==> config.mk <==
export PLATFORM = sky130hd
export DESIGN_NAME = cantlt_top
export DESIGN_NICKNAME = d
export VERILOG_FILES = /design/src/shared/cantlt_pkg.sv /design/src/hw/cantlt_top.sv
export VERILOG_INCLUDE_DIRS = /design/src /design/src/shared
export SDC_FILE = /design/constraint.sdc
export NUM_CORES = 1
export LEC_CHECK = 0
export BUFFER_PORTS_ARGS = -buffer_cell sky130_fd_sc_hd__clkbuf_2
export CAP_MARGIN = 20
export CORE_ASPECT_RATIO = 2
export CORE_MARGIN = 5
export CORE_UTILIZATION = 35
export CTS_CLUSTER_SIZE = 25
export DETAILED_ROUTE_END_ITERATION = 12
export GPL_TIMING_DRIVEN = 1
export SETUP_SLACK_MARGIN = 0.5
export SYNTH_ARGS = -nofsm -noshare
export SYNTH_HDL_FRONTEND = slang
export SYNTH_SLANG_ARGS = --single-unit
export TNS_END_PERCENT = 10
==> constraint.sdc <==
create_clock -name clk_in -period 6 [get_ports clk_in]
set_input_delay 0.6 -clock clk_in [delete_from_list [all_inputs] [get_ports clk_in]]
set_output_delay 0.6 -clock clk_in [all_outputs]
set_load 0.005 [all_outputs]
==> src/shared/cantlt_cfg.svh <==
// Purpose: register offsets, field positions and reset values
// Assumes: included by bare name from the top module and the bench
// Notes: byte addresses on the plain register port
`ifndef CANTLT_CFG_SVH
`define CANTLT_CFG_SVH
`define CT_OFS_TEST       8'h10
`define CT_OFS_CORE       8'h18
`define CT_OFS_TSCFG      8'h20
`define CT_OFS_TSVAL      8'h24
`define CT_OFS_ISTAT      8'h50
`define CT_OFS_IMASK      8'h54
`define CT_TEST_LOOP_BIT  4
`define CT_TEST_TXOV_BIT  5
`define CT_TEST_TXVAL_BIT 6
`define CT_TEST_RXPIN_BIT 7
`define CT_TEST_WMASK     32'h0000_0070
`define CT_CORE_HOLD_BIT  0
`define CT_CORE_ACK_BIT   3
`define CT_CORE_REQ_BIT   4
`define CT_CORE_MON_BIT   5
`define CT_CORE_WMASK     32'h0000_0031
`define CT_CORE_RST       32'h0000_0001
`define CT_TSCFG_LSB      16
`define CT_TSCFG_MSB      19
`define CT_IRQ_WRAP_BIT   16
`define CT_IRQ_WMASK      32'h0001_0000
`define CT_SYNC_STAGES    3
`define CT_RECESSIVE      1'b1
`define CT_ZERO32         32'h0000_0000
`endif

==> src/shared/cantlt_pkg.sv <==
// Purpose: types shared by the loop back and timestamp block
// Assumes: constants live in cantlt_cfg.svh
// Notes: no codes are given to the states
package cantlt_pkg;
   typedef enum logic [1:0] {LOOP_NONE, LOOP_EXT, LOOP_INT} cantlt_loop_type;
   typedef enum logic {SYNC_IDLE, SYNC_BUSY} cantlt_sync_type;
endpackage

==> src/hw/cantlt_top.sv <==
// Purpose: test loop back pin control, timestamp counter, clock stop
//          handshake and write synchronization of the core control register
// Assumes: one clock; protocol engine outside delivers bit ticks and
//          frame start pulses
// Notes: core control writes settle after SYNC_STAGES+1 cycles
//
// What this block does
// - test pin paths cross through several flops
// - loopback makes own frames count as received
// - acknowledge errors ignored during loop back
// - external loop feeds tx to rx, pin ignored
// - loopback plus monitor selects internal loop
// - internal loop holds transmit pin recessive
// - sixteen bit timestamp counter wraps to zero
// - counter steps every N bit times, 1..16
// - value readable, any write clears counter
// - wrap sets the timestamp wrap flag
// - frame start captures count into element timestamp
// - clearing stop request clears stop acknowledge
// - readback keeps old value until synchronized
// - configuration hold passes through write synchronization
//
// The address-and-strobe port and the address map were decided locally.
`timescale 1ns/10ps
`include "cantlt_cfg.svh"

module cantlt_top
   import cantlt_pkg::*;
#(
   parameter int SYNC_STAGES = `CT_SYNC_STAGES,
   parameter int TS_WIDTH    = 16
) (
   input  wire logic                clk_in,
   input  wire logic                rst_n_in,
   input  wire logic                clk_en_in,
   input  wire logic [7:0]          addr_in,
   input  wire logic [31:0]         wdata_in,
   input  wire logic                wr_in,
   input  wire logic                rd_in,
   output logic      [31:0]         rdata_out,
   input  wire logic                pe_tx_in,
   output logic                     pe_rx_out,
   input  wire logic                ack_err_in,
   output logic                     ack_err_out,
   output logic                     self_receive_out,
   output logic                     config_hold_out,
   input  wire logic                can_rx_in,
   output logic                     can_tx_out,
   input  wire logic                bit_tick_in,
   input  wire logic                sof_rx_in,
   input  wire logic                sof_tx_in,
   output logic      [TS_WIDTH-1:0] rx_element_timestamp_out,
   output logic      [TS_WIDTH-1:0] tx_event_timestamp_out,
   output logic                     irq_out
);
   localparam logic [3:0] SYNC_LAST = 4'(SYNC_STAGES - 1);

   logic                  rst_s1_r;
   logic                  rst_n_sync;
   logic                  wr_core;
   logic                  wr_test;
   logic                  wr_tsval;
   logic                  rd_istat;
   cantlt_loop_type       loop_mode;
   cantlt_sync_type       sync_st_r;
   cantlt_sync_type       sync_st_nxt;
   logic [3:0]            sync_cnt_r;
   logic [3:0]            sync_cnt_nxt;
   logic [31:0]           sync_val_r;
   logic [31:0]           sync_val_nxt;
   logic [31:0]           core_r;
   logic [31:0]           core_nxt;
   logic [31:0]           test_r;
   logic [31:0]           test_nxt;
   logic [31:0]           tscfg_r;
   logic [31:0]           tscfg_nxt;
   logic [31:0]           stat_r;
   logic [31:0]           stat_nxt;
   logic [31:0]           mask_r;
   logic [31:0]           mask_nxt;
   logic [31:0]           rdata_nxt;
   logic                  irq_nxt;
   logic                  csa_r;
   logic                  csa_nxt;
   logic [SYNC_STAGES-1:0] txov_pipe_r;
   logic [SYNC_STAGES-1:0] txval_pipe_r;
   logic                  rxs1_r;
   logic                  rxs2_r;
   logic                  tx_nxt;
   logic                  rx_nxt;
   logic                  ack_nxt;
   logic [3:0]            presc_r;
   logic [3:0]            presc_nxt;
   logic                  ts_tick;
   logic [TS_WIDTH-1:0]   ts_r;
   logic [TS_WIDTH-1:0]   ts_nxt;
   logic [TS_WIDTH-1:0]   rx_element_timestamp_nxt;
   logic [TS_WIDTH-1:0]   tx_event_timestamp_nxt;

   // reset released through two flops; held off the clock enable so that
   // a frozen block still leaves reset cleanly
   always_ff @(posedge clk_in or negedge rst_n_in) begin
      if (!rst_n_in) begin
         rst_s1_r   <= 1'b0;
         rst_n_sync <= 1'b0;
      end else begin
         rst_s1_r   <= 1'b1;
         rst_n_sync <= rst_s1_r;
      end
   end

   assign wr_core  = wr_in && (addr_in == `CT_OFS_CORE);
   assign wr_test  = wr_in && (addr_in == `CT_OFS_TEST);
   assign wr_tsval = wr_in && (addr_in == `CT_OFS_TSVAL);
   assign rd_istat = rd_in && (addr_in == `CT_OFS_ISTAT);

   // internal loop only when monitor is also on
   always_comb begin
      if (test_r[`CT_TEST_LOOP_BIT] && core_r[`CT_CORE_MON_BIT]) begin
         loop_mode = LOOP_INT;
      end else if (test_r[`CT_TEST_LOOP_BIT]) begin
         loop_mode = LOOP_EXT;
      end else begin
         loop_mode = LOOP_NONE;
      end
   end

   // core control: the written value waits in a holding word, so reads
   // show the settled copy only
   always_comb begin
      sync_st_nxt  = sync_st_r;
      sync_cnt_nxt = sync_cnt_r;
      sync_val_nxt = sync_val_r;
      core_nxt     = core_r;
      if (wr_core) begin
         sync_val_nxt = wdata_in & `CT_CORE_WMASK;
         sync_cnt_nxt = 4'h0;
         sync_st_nxt  = SYNC_BUSY;
      end else begin
         case (sync_st_r)
            SYNC_BUSY: begin
               if (sync_cnt_r == SYNC_LAST) begin
                  core_nxt    = sync_val_r;
                  sync_st_nxt = SYNC_IDLE;
               end else begin
                  sync_cnt_nxt = sync_cnt_r + 4'h1;
               end
            end
            default: begin
            end
         endcase
      end
      // acknowledge tracks the settled request
      csa_nxt = core_r[`CT_CORE_REQ_BIT];
   end

   // registers, status and read data
   always_comb begin
      test_nxt  = test_r;
      tscfg_nxt = tscfg_r;
      mask_nxt  = mask_r;
      rdata_nxt = `CT_ZERO32;
      if (wr_test) begin
         test_nxt = wdata_in & `CT_TEST_WMASK;
      end
      if (wr_in && (addr_in == `CT_OFS_TSCFG)) begin
         tscfg_nxt = {12'h000, wdata_in[`CT_TSCFG_MSB:`CT_TSCFG_LSB], 16'h0000};
      end
      if (wr_in && (addr_in == `CT_OFS_IMASK)) begin
         mask_nxt = wdata_in & `CT_IRQ_WMASK;
      end
      // set wins over the clear by read
      stat_nxt = rd_istat ? `CT_ZERO32 : stat_r;
      if (ts_tick && (&ts_r)) begin
         stat_nxt[`CT_IRQ_WRAP_BIT] = 1'b1;
      end
      irq_nxt = |(stat_nxt & mask_nxt);
      if (rd_in) begin
         if (addr_in == `CT_OFS_TEST) begin
            rdata_nxt = test_r;
            rdata_nxt[`CT_TEST_RXPIN_BIT] = rxs2_r;
         end else if (addr_in == `CT_OFS_CORE) begin
            rdata_nxt = core_r;
            rdata_nxt[`CT_CORE_ACK_BIT] = csa_r;
         end else if (addr_in == `CT_OFS_TSCFG) begin
            rdata_nxt = tscfg_r;
         end else if (addr_in == `CT_OFS_TSVAL) begin
            rdata_nxt = {{(32-TS_WIDTH){1'b0}}, ts_r};
         end else if (addr_in == `CT_OFS_ISTAT) begin
            rdata_nxt = stat_r;
         end else if (addr_in == `CT_OFS_IMASK) begin
            rdata_nxt = mask_r;
         end
      end
   end

   // pin paths; the tx override walks a flop chain like a domain crossing
   always_comb begin
      if (loop_mode == LOOP_INT) begin
         tx_nxt = `CT_RECESSIVE;
      end else if (txov_pipe_r[SYNC_STAGES-1]) begin
         tx_nxt = txval_pipe_r[SYNC_STAGES-1];
      end else begin
         tx_nxt = pe_tx_in;
      end
      if (loop_mode == LOOP_NONE) begin
         rx_nxt = can_rx_in;
      end else begin
         rx_nxt = pe_tx_in;
      end
      ack_nxt = ack_err_in && (loop_mode == LOOP_NONE);
   end

   // timestamp prescaler counts bit ticks up to the programmed N-1
   always_comb begin
      ts_tick   = bit_tick_in &&
                  (presc_r == tscfg_r[`CT_TSCFG_MSB:`CT_TSCFG_LSB]);
      presc_nxt = presc_r;
      ts_nxt    = ts_r;
      if (wr_tsval) begin
         presc_nxt = 4'h0;
         ts_nxt    = '0;
      end else if (ts_tick) begin
         presc_nxt = 4'h0;
         ts_nxt    = ts_r + TS_WIDTH'(1);
      end else if (bit_tick_in) begin
         presc_nxt = presc_r + 4'h1;
      end
      rx_element_timestamp_nxt = sof_rx_in ? ts_r : rx_element_timestamp_out;
      tx_event_timestamp_nxt = sof_tx_in ? ts_r : tx_event_timestamp_out;
   end

   always_ff @(posedge clk_in or negedge rst_n_sync) begin
      if (!rst_n_sync) begin
         sync_st_r                <= SYNC_IDLE;
         sync_cnt_r               <= 4'h0;
         sync_val_r               <= `CT_CORE_RST;
         core_r                   <= `CT_CORE_RST;
         csa_r                    <= 1'b0;
         test_r                   <= `CT_ZERO32;
         tscfg_r                  <= `CT_ZERO32;
         stat_r                   <= `CT_ZERO32;
         mask_r                   <= `CT_ZERO32;
         rdata_out                <= `CT_ZERO32;
         irq_out                  <= 1'b0;
         txov_pipe_r              <= '0;
         txval_pipe_r             <= '0;
         rxs1_r                   <= `CT_RECESSIVE;
         rxs2_r                   <= `CT_RECESSIVE;
         can_tx_out               <= `CT_RECESSIVE;
         pe_rx_out                <= `CT_RECESSIVE;
         ack_err_out              <= 1'b0;
         presc_r                  <= 4'h0;
         ts_r                     <= '0;
         rx_element_timestamp_out <= '0;
         tx_event_timestamp_out   <= '0;
      end else if (clk_en_in) begin
         sync_st_r    <= sync_st_nxt;
         sync_cnt_r   <= sync_cnt_nxt;
         sync_val_r   <= sync_val_nxt;
         core_r       <= core_nxt;
         csa_r        <= csa_nxt;
         test_r       <= test_nxt;
         tscfg_r      <= tscfg_nxt;
         stat_r       <= stat_nxt;
         mask_r       <= mask_nxt;
         rdata_out    <= rdata_nxt;
         irq_out      <= irq_nxt;
         txov_pipe_r  <= {txov_pipe_r[SYNC_STAGES-2:0],
                          test_r[`CT_TEST_TXOV_BIT]};
         txval_pipe_r <= {txval_pipe_r[SYNC_STAGES-2:0],
                          test_r[`CT_TEST_TXVAL_BIT]};
         rxs1_r       <= can_rx_in;
         rxs2_r       <= rxs1_r;
         can_tx_out   <= tx_nxt;
         pe_rx_out    <= rx_nxt;
         ack_err_out  <= ack_nxt;
         presc_r      <= presc_nxt;
         ts_r         <= ts_nxt;
         rx_element_timestamp_out <= rx_element_timestamp_nxt;
         tx_event_timestamp_out   <= tx_event_timestamp_nxt;
      end
   end

   // engine stores its own frames while loop back is on
   assign self_receive_out = test_r[`CT_TEST_LOOP_BIT];
   assign config_hold_out  = core_r[`CT_CORE_HOLD_BIT];
endmodule

==> impl_metrics.tcl <==
set metrics [dict create \
    die_x_um 113 \
    power_density_nw_per_um2 330 \
    outcome "completed" \
    min_path_type "reg -> async" \
    yosysSeqAreaShare_pct 60.7 \
    maxSlewHeadroom_pct 32.8 \
    synth_cells 607 \
    grt_pass1_vias 5752 \
    area_growth_syn_to_layout_pct 19.6 \
    slew_violations 0 \
    use_met3_pct 3.63 \
    drive_gt1_share_pct 28.0 \
    finalSetupViolations 0 \
    r2r-start "presc_r[0]" \
    rsz0062_at_grt "false" \
    fin_crit_ps 2910 \
    synth_edf_count 0 \
    start_kind "input pin" \
    antenna_found_initial 0 \
    wl_per_cell_um 20.4 \
    path_clk_slew_ps 70 \
    die-area_um2 24600 \
    grt_start_max_net_pins 80 \
    grt.busiest_layer "met2" \
    finalClockSkew_ps 7.38 \
    diodes 0 \
    cts_hold_buf 1 \
    dp_hpwl_um 14400 \
    cts-resized-gates 0 \
    cts.sinks 181 \
    maxCapViolCount 0 \
    insertion_delay_ps 440 \
    timing.rr.end "ts_r[6]" \
    reg2reg_depth 5 \
    core_area_um2 21000 \
    avgViaCountPerCell 5.42 \
    cts_tree "done" \
    yosys_most_used_dff "dfrtp_1" \
    final.period_utilization_pct 48.5 \
    fin_nets 756 \
    worstSetupPathType "in -> reg" \
    worstPathRequired_ps 6330 \
    initial_core_util_pct 35.6 \
    dieHeight_um 217 \
    synth_cell_types 54 \
    met1_usage_pct 17.7 \
    crit_path_end_kind "register" \
    p_leak_nw 4.19 \
    ant_nets 0 \
    avgSynthCellArea_um2 12.3 \
    fin_hold_ws_ps 290 \
    track_usage_pct 16.7 \
    cts_max_level 4 \
    postRouteWirelength_um 20000 \
    async_flop_share_pct 100 \
    gp_congestion 0.845 \
    numPortBuffers 96 \
    rows 75 \
    grt_pass1_wl_um 31700 \
    fin_setup_tns_ps 0 \
    vias 5325 \
    reg2reg_slack_ps 3430 \
    fmax_mhz 344 \
    yosys_warnings 0 \
    final_util_pct 42.5 \
    hold_viol 0 \
    drc 0 \
    drtIter0Drc 428 \
    drtPass1Iterations 5 \
    clockBufferDepth 2 \
    use_met2_pct 30.5 \
    cp_max_fo 32 \
    syn_nets 662 \
    syn-cell-area_um2 7480 \
    cts_buffers 17 \
    cts_setup_buffers 0 \
    cts-root-buf "clkbuf_16" \
    grt_overflow_total 0 \
    arrival_ps 3240 \
    irDropWorstVdd_mv 0.182 \
    max_slew.worst_pin.slew_ps 1000 \
    pin_count 121 \
    ys_ff_latch 181 \
]
## state kept, by name, summed over array words and instances (netlist names), 3 cells and up
signal / flops
ts_r: 16
sync_val_r: 3
tx_event_timestamp_out: 16
rdata_out: 32
stat_r: 32
tscfg_r: 4
txov_pipe_r: 3
mask_r: 32
txval_pipe_r: 3
rx_element_timestamp_out: 16
test_r: 3
sync_cnt_r: 4
core_r: 3
presc_r: 4
## per-stage QoR
| step | total power, mW | worst slack [ps] | area, um^2 | cells |
|---|---|---|---|---|
| global placement | 1.68 | 2750 | 8230 | 949 |
| CTS | 2.98 | 3120 | 8910 | 982 |
| detailed placement | 1.70 | 2650 | 8230 | 949 |
| finish | 2.95 | 3090 | 8940 | 983 |
| global route | 3.08 | 2830 | 8940 | 983 |
| floorplan | 1.56 | 593 | 7480 | 607 |
## worst max-delay path, stage by stage
cell and delay [ps]:
clkbuf_2 560, nand2_1 260, nor3_2 710, a31oi_1 380
or2_2 470, o41ai_1 240
## placed cells by master, fill, tap and decap left out, types with 4 or more instances in the layout
master     count
clkbuf_16     17
o2bb2ai_1     24
nand2_1       40
o21ai_0       20
a21oi_1        8
ha_1           4
mux2i_1        5
mux2_2        48
or3_1          4
inv_1          6
inv_6          4
nor3_1         6
dfrtp_1      174
a22o_1         8
or2_2          4
xnor2_1        8
nor4_1         7
xor2_1         6
or4_1          6
a221o_1        4
dfstp_2        6
nand3_1       10
o31ai_1        5
buf_4          7
a22oi_1       22
a221oi_1       7
clkbuf_2      96
nor2_1        28
a222oi_1      17
nand4_1        6
and2_1        62
bufinv_16      6
## final cells by class
cell class,instances,area [um^2]
Timing Repair Buffer,105,571
Fill cell,2049,12100
Inverter,7,26.3
Sequential cell,181,4540
Clock inverter,15,249
Tap cell,269,337
Multi-Input combinational cell,389,2790
Clock buffer,17,425
## synthesized netlist by cell type, types with 2 or more instances
library cell	n	area [um^2]
dfrtp_1	175	4380
and2_1	62	388
mux2_2	48	541
nand2_1	40	150
nor2_1	29	109
o2bb2ai_1	24	210
a22oi_1	22	165
clkbuf_1	22	82.6
o21ai_0	20	100
a222oi_1	17	170
nand3_1	10	50.1
a21oi_1	8	40.0
a22o_1	8	70.1
xnor2_1	8	70.1
a221oi_1	7	61.3
nor4_1	7	43.8
buf_2	6	30.0
dfstp_2	6	158
inv_1	6	22.5
nand4_1	6	37.5
nor3_1	6	30.0
or4_1	6	45.0
xor2_1	6	52.6
mux2i_1	5	50.1
o31ai_1	5	37.5
a221o_1	4	40.0
ha_1	4	50.1
or2_2	4	25.0
or3_1	4	25.0
a31oi_1	3	18.8
nor2b_1	3	18.8
a21o_1	2	15.0
a311oi_1	2	17.5
and3_1	2	12.5
## how the worst max path moves through the flow
stage                     startpoint  depth (start not counted)     endpoint  slack, ps
after floorplan           rst_n_sync                          0  ack_err_out        590
after global placement     clk_en_in                          6     ts_r[15]       2750
after detailed placement   clk_en_in                          6      ts_r[6]       2650
after CTS                  clk_en_in                          6      ts_r[6]       3120
after global routing       clk_en_in                          6      ts_r[6]       2830
final                      clk_en_in                          6      ts_r[6]       3090
## power by group
part / internal [mW] / leakage [nW] / switching (mW)
Sequential: 1.31 / 2.45 / 0.109
Clock: 0.785 / 0.325 / 0.488
Combinational: 0.124 / 1.42 / 0.139
## metal layers
metal  up-vias  routed length [um]  part of all wire, %
li1       2416                   -                    -
met1      2738                7260                   36
met2       128               11200                   56
met3        43                 650                  3.2
met4         0                 940                  4.7
met5         -                   0                    0
## cell families after synthesis
family / after synthesis / synth area share, %
compound gates: 128 / 13.3
fa+ha+maj: 4 / 0.669
mux: 53 / 7.90
buf+inv: 37 / 2.01
other cells: 1 / 0.0502
flops: 181 / 60.7
simple gates: 189 / 13.7
xor+xnor: 14 / 1.64
Note: power is estimated with default switching activity, not from simulation.
